### src/rtl/dram_regs_defines.vh
/*
  Constants for the ECC, calibration and repair register bank of one
  channel. Assumes inclusion by bare name from the design files.
*/
`ifndef DRAM_REGS_DEFINES_VH
`define DRAM_REGS_DEFINES_VH

`define ADDR_REPAIR_RESOURCE   6'h19
`define ADDR_TEST_RESERVED_A   6'h1E
`define ADDR_CALIB_FIRST       6'h20
`define ADDR_ECC_CONTROL       6'h21
`define ADDR_ECC_EVENT_COUNT   6'h22
`define ADDR_TEST_RESERVED_B   6'h27
`define ADDR_CALIB_SECOND      6'h28

`define CALIB_FIRST_RESET      8'h5A
`define CALIB_SECOND_RESET     8'h3C
`define INVERT_RESET           8'h55

`define ECC_ENABLE_BIT         7
`define ERROR_PAD_BIT          6
`define ECC_CLEAR_BIT          5
`define DOUBLE_ERROR_BIT       1
`define CORRECTED_BIT          0

`define MPC_READ_CALIB         7'h43
`define COUNT_MAX              8'hFF
`define CALIB_BITS             5'd16

`endif

### src/rtl/set_point_pair.v
/*
  Two-copy configuration byte: writes land in the copy picked by the
  write selector, the live value is the copy picked by the operating one.
  Assumes a single clock and synchronous reset.
*/
`timescale 1ns/1ps
`default_nettype none
module set_point_pair #(
  parameter [7:0] RESET_VALUE = 8'h00
) (
  input  wire       i_clk,
  input  wire       i_reset,
  input  wire       i_write,
  input  wire [7:0] i_data,
  input  wire       i_write_sel,
  input  wire       i_oper_sel,
  output wire [7:0] o_live,
  output wire [7:0] o_written
);
  reg [7:0] copy0_reg;
  reg [7:0] copy1_reg;

  // Only the write-selected copy takes a write; reset loads both copies
  always @(posedge i_clk) begin
    if (i_reset) begin
      copy0_reg <= RESET_VALUE;
      copy1_reg <= RESET_VALUE;
    end else if (i_write) begin
      if (i_write_sel) begin
        copy1_reg <= i_data;
      end else begin
        copy0_reg <= i_data;
      end
    end
  end

  // Inactive copy is ignored by the device
  assign o_live    = i_oper_sel ? copy1_reg : copy0_reg;
  assign o_written = i_write_sel ? copy1_reg : copy0_reg;
endmodule
`default_nettype wire

### src/rtl/calib_shifter.v
/*
  Serialiser for the 16-bit read calibration pattern, one bit per clock,
  low bit of each byte first. Both patterns are captured into the shift
  register when a burst starts, so they may change while it runs.
*/
`timescale 1ns/1ps
`default_nettype none
`include "dram_regs_defines.vh"
module calib_shifter (
  input  wire       i_clk,
  input  wire       i_reset,
  input  wire       i_start,
  input  wire [7:0] i_first,
  input  wire [7:0] i_second,
  output reg        o_active,
  output reg        o_bit
);
  reg [15:0] shift_reg;
  reg [4:0]  count_reg;

  // Second byte sits above the first so it leaves after it
  always @(posedge i_clk) begin
    if (i_reset) begin
      shift_reg <= 16'h0000;
      count_reg <= 5'h00;
      o_active  <= 1'b0;
      o_bit     <= 1'b0;
    end else if (i_start && !o_active) begin
      o_active  <= 1'b1;
      o_bit     <= i_first[0];
      shift_reg <= {1'b0, i_second, i_first[7:1]};
      count_reg <= `CALIB_BITS - 5'd1;
    end else if (o_active) begin
      if (count_reg == 5'h00) begin
        o_active <= 1'b0;
        o_bit    <= 1'b0;
      end else begin
        o_bit     <= shift_reg[0];
        shift_reg <= {1'b0, shift_reg[15:1]};
        count_reg <= count_reg - 5'd1;
      end
    end
  end
endmodule
`default_nettype wire

### src/rtl/dram_ecc_calib_refresh_regs.v
/*
  Mode register bank of one channel: repair resources, test registers,
  calibration patterns and their serial output, ECC control and status.
  Assumes decoded register read/write and multipurpose command strobes
  from the command decoder; refresh timing is kept by the controller.
*/
`timescale 1ns/1ps
`default_nettype none
`include "dram_regs_defines.vh"
module dram_ecc_calib_refresh_regs (
  input  wire        i_clk,
  input  wire        i_reset,
  input  wire        i_reg_write,
  input  wire        i_reg_read,
  input  wire [5:0]  i_reg_addr,
  input  wire [7:0]  i_reg_wdata,
  output reg  [7:0]  o_reg_rdata,
  output reg         o_reg_rvalid,
  input  wire        i_multipurpose_command,
  input  wire [6:0]  i_mpc_operand,
  input  wire        i_write_set_point_select,
  input  wire        i_operating_set_point_select,
  input  wire        i_lower_invert_write,
  input  wire        i_upper_invert_write,
  input  wire [7:0]  i_invert_wdata,
  input  wire        i_io_config_write,
  input  wire [7:0]  i_io_config_wdata,
  input  wire [7:0]  i_repair_available,
  input  wire        i_ecc_corrected,
  input  wire        i_ecc_double_error,
  output reg  [15:0] o_dq,
  output reg  [15:0] o_dq_oe,
  output reg  [1:0]  o_mask_inversion_pin,
  output reg  [1:0]  o_mask_inversion_oe,
  output wire        o_ecc_enable,
  output reg         o_error_pad
);
  reg [7:0] calib_first_reg;
  reg [7:0] calib_second_reg;
  reg       ecc_enable_reg;
  reg       error_pad_enable_reg;
  reg       double_error_flag_reg;
  reg       corrected_flag_reg;
  reg [7:0] ecc_event_count_reg;

  wire [7:0] lower_invert;
  wire [7:0] upper_invert;
  wire [7:0] io_config;
  wire       calib_active;
  wire       calib_bit;
  wire       data_bus_inversion_read;
  wire       write_hit;
  wire       record_clear;
  wire       event_seen;
  wire       double_seen;

  // All state lives in this instance, one per channel
  assign write_hit    = i_reg_write;
  assign record_clear = write_hit && (i_reg_addr == `ADDR_ECC_CONTROL) &&
                        i_reg_wdata[`ECC_CLEAR_BIT];
  // Events only count while the corrector is running
  assign event_seen  = i_ecc_corrected && ecc_enable_reg;
  assign double_seen = i_ecc_double_error && ecc_enable_reg;
  assign o_ecc_enable = ecc_enable_reg;

  // Lane invert registers, two set-point copies each, reset 55
  set_point_pair #(.RESET_VALUE(`INVERT_RESET)) lower_inv (
    .i_clk        (i_clk),
    .i_reset      (i_reset),
    .i_write      (i_lower_invert_write),
    .i_data       (i_invert_wdata),
    .i_write_sel  (i_write_set_point_select),
    .i_oper_sel   (i_operating_set_point_select),
    .o_live       (lower_invert),
    .o_written    ()
  );
  set_point_pair #(.RESET_VALUE(`INVERT_RESET)) upper_inv (
    .i_clk        (i_clk),
    .i_reset      (i_reset),
    .i_write      (i_upper_invert_write),
    .i_data       (i_invert_wdata),
    .i_write_sel  (i_write_set_point_select),
    .i_oper_sel   (i_operating_set_point_select),
    .o_live       (upper_invert),
    .o_written    ()
  );
  // Io config copy; only its read inversion bit matters here
  set_point_pair #(.RESET_VALUE(8'h00)) io_cfg (
    .i_clk        (i_clk),
    .i_reset      (i_reset),
    .i_write      (i_io_config_write),
    .i_data       (i_io_config_wdata),
    .i_write_sel  (i_write_set_point_select),
    .i_oper_sel   (i_operating_set_point_select),
    .o_live       (io_config),
    .o_written    ()
  );
  assign data_bus_inversion_read = io_config[6];

  // Pattern serialiser
  calib_shifter shifter (
    .i_clk     (i_clk),
    .i_reset   (i_reset),
    .i_start   (i_multipurpose_command && (i_mpc_operand == `MPC_READ_CALIB)),
    .i_first   (calib_first_reg),
    .i_second  (calib_second_reg),
    .o_active  (calib_active),
    .o_bit     (calib_bit)
  );

  // Calibration pattern and ECC control writes
  always @(posedge i_clk) begin
    if (i_reset) begin
      calib_first_reg      <= `CALIB_FIRST_RESET;
      calib_second_reg     <= `CALIB_SECOND_RESET;
      ecc_enable_reg       <= 1'b1;
      error_pad_enable_reg <= 1'b0;
    end else if (write_hit) begin
      case (i_reg_addr)
        `ADDR_CALIB_FIRST: begin
          calib_first_reg <= i_reg_wdata;
        end
        `ADDR_CALIB_SECOND: begin
          calib_second_reg <= i_reg_wdata;
        end
        `ADDR_ECC_CONTROL: begin
          ecc_enable_reg       <= i_reg_wdata[`ECC_ENABLE_BIT];
          error_pad_enable_reg <= i_reg_wdata[`ERROR_PAD_BIT];
        end
        default: begin
          // Test registers and others: data dropped on purpose
          calib_first_reg <= calib_first_reg;
        end
      endcase
    end
  end

  // Sticky flags and counter; an event in the clear cycle survives
  always @(posedge i_clk) begin
    if (i_reset) begin
      double_error_flag_reg <= 1'b0;
      corrected_flag_reg    <= 1'b0;
      ecc_event_count_reg   <= 8'h00;
    end else begin
      if (double_seen) begin
        double_error_flag_reg <= 1'b1;
      end else if (record_clear) begin
        double_error_flag_reg <= 1'b0;
      end
      if (event_seen) begin
        corrected_flag_reg <= 1'b1;
      end else if (record_clear) begin
        corrected_flag_reg <= 1'b0;
      end
      if (record_clear) begin
        ecc_event_count_reg <= event_seen ? 8'h01 : 8'h00;
      end else if (event_seen && (ecc_event_count_reg != `COUNT_MAX)) begin
        ecc_event_count_reg <= ecc_event_count_reg + 8'h01;
      end
    end
  end

  // Error pad follows events only while both enables hold
  always @(posedge i_clk) begin
    if (i_reset) begin
      o_error_pad <= 1'b0;
    end else begin
      o_error_pad <= ecc_enable_reg && error_pad_enable_reg &&
                     (i_ecc_corrected || i_ecc_double_error);
    end
  end

  // Register reads, answered one cycle later; clear bit reads zero
  always @(posedge i_clk) begin
    if (i_reset) begin
      o_reg_rdata  <= 8'h00;
      o_reg_rvalid <= 1'b0;
    end else begin
      o_reg_rvalid <= i_reg_read;
      if (i_reg_read) begin
        case (i_reg_addr)
          `ADDR_REPAIR_RESOURCE: o_reg_rdata <= i_repair_available;
          `ADDR_ECC_CONTROL: o_reg_rdata <= {ecc_enable_reg, error_pad_enable_reg, 1'b0, 3'b000,
                                             double_error_flag_reg, corrected_flag_reg};
          `ADDR_ECC_EVENT_COUNT: o_reg_rdata <= ecc_event_count_reg;
          default: o_reg_rdata <= 8'h00;
        endcase
      end
    end
  end

  // Pin drive: lane invert on data pins, never on mask pins, no encoding
  always @(posedge i_clk) begin
    if (i_reset) begin
      o_dq                 <= 16'h0000;
      o_dq_oe              <= 16'h0000;
      o_mask_inversion_pin <= 2'b00;
      o_mask_inversion_oe  <= 2'b00;
    end else begin
      o_dq    <= {{8{calib_bit}} ^ upper_invert, {8{calib_bit}} ^ lower_invert};
      o_dq_oe <= {16{calib_active}};
      o_mask_inversion_pin <= {2{calib_bit & data_bus_inversion_read}};
      o_mask_inversion_oe  <= {2{calib_active & data_bus_inversion_read}};
    end
  end
endmodule
`default_nettype wire

### config.mk
export PLATFORM = sky130hd
export DESIGN_NAME = dram_ecc_calib_refresh_regs
export DESIGN_NICKNAME = d
export VERILOG_FILES = /design/src/rtl/set_point_pair.v /design/src/rtl/calib_shifter.v /design/src/rtl/dram_ecc_calib_refresh_regs.v
export VERILOG_INCLUDE_DIRS = /design/src /design/src/rtl
export SDC_FILE = /design/constraint.sdc
export NUM_CORES = 1
export LEC_CHECK = 0
export BUFFER_PORTS_ARGS = -buffer_cell sky130_fd_sc_hd__buf_2
export CORE_AREA = 2 2 99 101
export CTS_CLUSTER_SIZE = 25
export DETAILED_ROUTE_END_ITERATION = 16
export DIE_AREA = 0 0 101 103
export PLACE_DENSITY_LB_ADDON = 0.25
export SLEW_MARGIN = 30
export SYNTH_ARGS = -nofsm -noshare
export SYNTH_HDL_FRONTEND = slang
export SYNTH_SLANG_ARGS = --single-unit
### constraint.sdc
create_clock -name i_clk -period 2.5 [get_ports i_clk]
set_input_delay 0.75 -clock i_clk [delete_from_list [all_inputs] [get_ports i_clk]]
set_output_delay 0.75 -clock i_clk [all_outputs]
set_load 0.02 [all_outputs]
Word level (Yosys, flattened, before mapping) --
Cells that the tools add are included.
Operators by class: mux-type cells 22, reductions and logical operators 28, bitwise gates (word level) 6, equality and inequality tests 8, $add $sub $neg 2
Operators with widths (number):
- 15-bit 2-to-1 mux | 3
- 8-bit 2-to-1 mux | 4
- 6-bit equality test (second input constant) | 4
- 8-bit one-hot mux with 3 select lines | 1
- 2-bit AND reduction | 11
- 8-bit XOR | 2
- 4-bit 2-to-1 mux | 3
- 1-bit 2-to-1 mux | 10
- 1-bit logical AND | 9
- 8-bit by 1-bit adder with 8-bit output (second input constant) | 1
- 8-bit inequality test (second input constant) | 1
- 2-bit nonzero test | 4
- 7-bit equality test (second input constant) | 1
- 7-bit 2-to-1 mux | 1
- 6-bit by 5-bit equality test with 1-bit output (second input constant) | 1
- 5-bit logical NOT | 1
- 5-bit by 1-bit subtractor with 5-bit output (second input constant) | 1
- 1-bit bitwise AND | 2
- 2-bit by 1-bit inequality test with 1-bit output (second input constant) | 1
- 1-bit inverter | 2
- 2-bit OR reduction | 1
- 1-bit logical NOT | 1
- 1-bit logical OR | 1
Storage, ports and cells: output and inout port bits 47, logic and storage cells 91, input port bits 57, flip-flop bits (word level) 125

Depth between registers and ports, before layout --
word-level depth 5, depth in mapped cells 8, depth with buffers taken out 6

Cells and area by module --
From an unflattened synthesis, not the netlist that was laid out.
Second synthesis, totals: cell total of the unflattened synthesis 607, area, all modules 6045.8 um2
By module, submodules not included:
- dram_ecc_calib_refresh_regs | cells an instance 248, seq. area each 1141.1 um2, instances 1, area an instance 2381.0 um2
- set_point_pair at lower_inv ... | cells an instance 83, seq. area each 320.3 um2, instances 2, area an instance 858.3 um2
- calib_shifter | cells an instance 111, seq. area each 440.4 um2, instances 1, area an instance 1054.8 um2
- set_point_pair at io_cfg | cells an instance 82, seq. area each 320.3 um2, instances 1, area an instance 893.4 um2

Worst setup path before layout --
OpenSTA, ideal clock, no wires.
path kind input to register, start input port i_mpc_operand[3], end register shifter.shift_reg[0], arrival time 2080 ps, stages on the path 6, buffers on the path 2, slack 275 ps, required time 2355 ps, setup time 145 ps, cells stage by stage or4_4 > or3_1 > buf_2 > buf_2 > nor2_1 > a311oi_2
On the way: cells in the longest elaborated chain, start to end 5, elaborated cells on any way between the ends 7, classes of those cells 2 x eq/ne; 1 x mux; 4 x reduce/logical
RTL lines:
- start, declared | line dram_ecc_calib_refresh_regs.v:20 | input wire [6:0] i_mpc_operand,
- 7-bit equality test (no line) (*)
- 1-bit logical AND (*) | line dram_ecc_calib_refresh_regs.v:104 | .i_start (i_multipurpose_command && (i_mpc_operand == `MPC_READ_CALIB)),
- 1-bit logical AND (*) | line calib_shifter.v:28 | end else if (i_start && !o_active) begin
- 2-bit by 1-bit inequality test with 1-bit output (no line) / 2-bit nonzero test (equally long branches)
- 2-bit AND reduction (no line)
- end signal, assigned | line calib_shifter.v:31 | shift_reg <= {1'b0, i_second, i_first[7:1]};
- end signal, assigned | line calib_shifter.v:39 | shift_reg <= {1'b0, shift_reg[15:1]};
- end, declared | line calib_shifter.v:18 | reg [15:0] shift_reg;
Mark *: on every way between the ends. The rest lies on a longest branch, timed or not. A chain may end at the register's enable or synchronous reset.

Worst setup path after layout --
start register o_dq_oe[0] (netlist name), end output port o_dq_oe[0]
RTL lines:
- end, declared | line dram_ecc_calib_refresh_regs.v:32 | output reg [15:0] o_dq_oe,
No word-level cell between the ends.

==> metrics <==
min Tclk post-route 1.98 ns; Layout Utilization 62.0%; Setup TNS Final 0 ns; peak per-stage delay on the critical path 0.50 ns; register area share after synthesis 46.1%; ys flop type dfxtp_1; Power, Total 4.46 mW; Vias/cell 5.47; CTS Sinks 113; Vias 3990; clk buf depth 2; Area growth syn-to-layout 19.5%; Fmax achieved 504 MHz; Antenna Nets Post-Route 0; CTS root buf clkbuf_8; switching part of the total power 23.5%; DIE HEIGHT 103 µm; worst path cell trace buf_2; die width 101 µm; Crit. End Element output pin; vias in the first global route 3743; H-tree depth 4; worst skew pair latency 0.50 ns; CTS tree done; Slew headroom 55.7%; post-synth top area share 46.1%; crit path max fanout 16; sequential power share 42.3%; Core Area 0.00946 mm²; most common cell after layout, fill and taps aside dfxtp_1; Resized Gates After CTS 0; Leakage 2.51 nW; Post-Syn Area 0.00491 mm²; die area 0.0104 mm²; final setup margin 0.517 ns; most frequent cells in the layout 113 x dfxtp_1, 95 x buf_2, 79 x nand2_1; clk_skew 0.00754 ns; DRC 0; Arr. time, crit path 1.23 ns; area leader, netlist dfxtp_1; Min-Delay Path Class flip-flop to flip-flop; Logic pwr share 6.7%; initial antenna violation count 0; Worst EP required 1.75 ns; Num CTS Buffers 17; flops & latches, synth 113; initial DRC count 145; Post-synth EDFFs 0; first-pass GRT wire length 17000 µm; period utilization 79.3%; WL/cell 14.6 µm; # IOs 104; Internal Power 3.41 mW; DR pass1 iterations 4; Detail Placement HPWL 6930 µm; Fin. Hold Viols 0; Hold Buf Count CTS 0; Yosys cell types 48; RSZ-0062 raised after global routing false; gpl congestion 0.812; Cell Rows 36; share of cells above drive strength 1 24.9%; status finished clean; Post-Place Setup Slack 0.162 ns; drt total wl 10700 µm; Syn Nets 592; switching pwr 1.05 mW; port buffer count 96; CTS clock-pin slew for the worst setup and hold paths 0.06 ns; YS warnings 0; GRT overflow 0; Initial Util 51.9%; final net count 662; setup violators final 0; synthesized instance count 533; # diodes 0; delay-heaviest family, CP flip-flops; dominant cells by area after synthesis dfxtp_1 46%, mux2i_1 6.1%, nand2_1 6.0%, nor2_1 4.4%, a311oi_2 4.0%; Setup crit start kind flip-flop; syn_area_per_cell 9.20 µm²; clock share of power 51.0%; max_cap viols 0; Worst Tran Pin Value 0.663 ns; number of post-CTS setup repair buffers 0; largest net degree at the start of global routing 47; pwr dens 761 mW/mm²; Synth async-reset ratio 0%; final slew viol count 0; worst setup path class flip-flop to output pin; Max IR drop VDD 416 µV; Total GRT Usage 20.7%; Max stage delay cell, worst path dfxtp_1; Worst Path Buf+Inv 1; flip-flop count of the largest register after layout 16
worst paths after layout:
check	cells after the start	to	slack [ns]	startpoint
setup / recovery	1	o_dq_oe[0]	0.52	o_dq_oe[0]$_SDFF_PP0_
hold / removal	2	lower_inv.copy0_reg[5]$_SDFFE_PP0P_	0.46	lower_inv.copy0_reg[5]$_SDFFE_PP0P_
setup reg to reg	6	shifter.shift_reg[7]$_SDFFE_PP0P_	0.54	shifter.count_reg[0]$_SDFFE_PP0P_
hold reg to reg	2	lower_inv.copy0_reg[5]$_SDFFE_PP0P_	0.46	lower_inv.copy0_reg[5]$_SDFFE_PP0P_
logic make-up (layout without fill, tap and decap cells):
logic type      after synthesis  count (layout)  synth area share, %
fa+ha+maj                     2               2                0.510
simple gates                217             217                 21.4
compound gates               89              89                 15.0
xor+xnor                     21              21                 3.75
mux                          30              30                 6.12
flops                       113             113                 46.1
buf+inv                      61             143                 7.14
power by group through the flow:
stage / Combinational [mW] / Clock, mW / Sequential (mW)
finish: 0.298 / 2.28 / 1.89
CTS: 0.298 / 2.31 / 1.89
global route: 0.328 / 2.40 / 1.89
detailed placement: 0.296 / 0 / 1.93
floorplan: 0.166 / 0 / 1.94
global placement: 0.286 / 0 / 1.92
Yosys cell counts, drive strengths merged, types with 7 or more instances:
library cell	number
inv	8
a311oi	13
nor3	7
nand2	79
buf	33
nand2b	8
and3	11
xor2	19
nor2	58
a211o	16
clkbuf	20
dfxtp	113
nand3b	9
mux2i	30
nor2b	10
a21oi	25
nand3	16
a22oi	10
routing by layer:
metal  vias up  wire length (µm)  part of all wire (%)  GRT usage (%)
met3        13               575                   5.4           4.75
li1       1980                 -                     -              -
met2       135              5090                    48           34.3
met4         0               118                   1.1           9.67
met1      1862              4890                    46           25.7
met5         -                 0                     0              0
stage by stage:
| step | std cells | hold slack (ns) | cell area, µm² |
|---|---|---|---|
| 2_1_floorplan | 533 | 0.427 | 4910 |
| 3_3_place_gp | 698 | 0.442 | 5300 |
| 3_5_place_dp | 698 | 0.446 | 5300 |
| 4_1_cts | 729 | 0.442 | 5860 |
| 5_1_grt | 729 | 0.458 | 5860 |
| 6_report | 729 | 0.456 | 5860 |
area by class of cell:
cell class                 instances  area (µm²)
fill                             807        3600
clock inverter                    13         139
clock buffer                      18         428
multi-input combinational        359        2290
tap                              114         143
inverter                           8        30.0
timing repair buffer             104         568
sequential                       113        2260
Power figures use the tool's default switching activity.
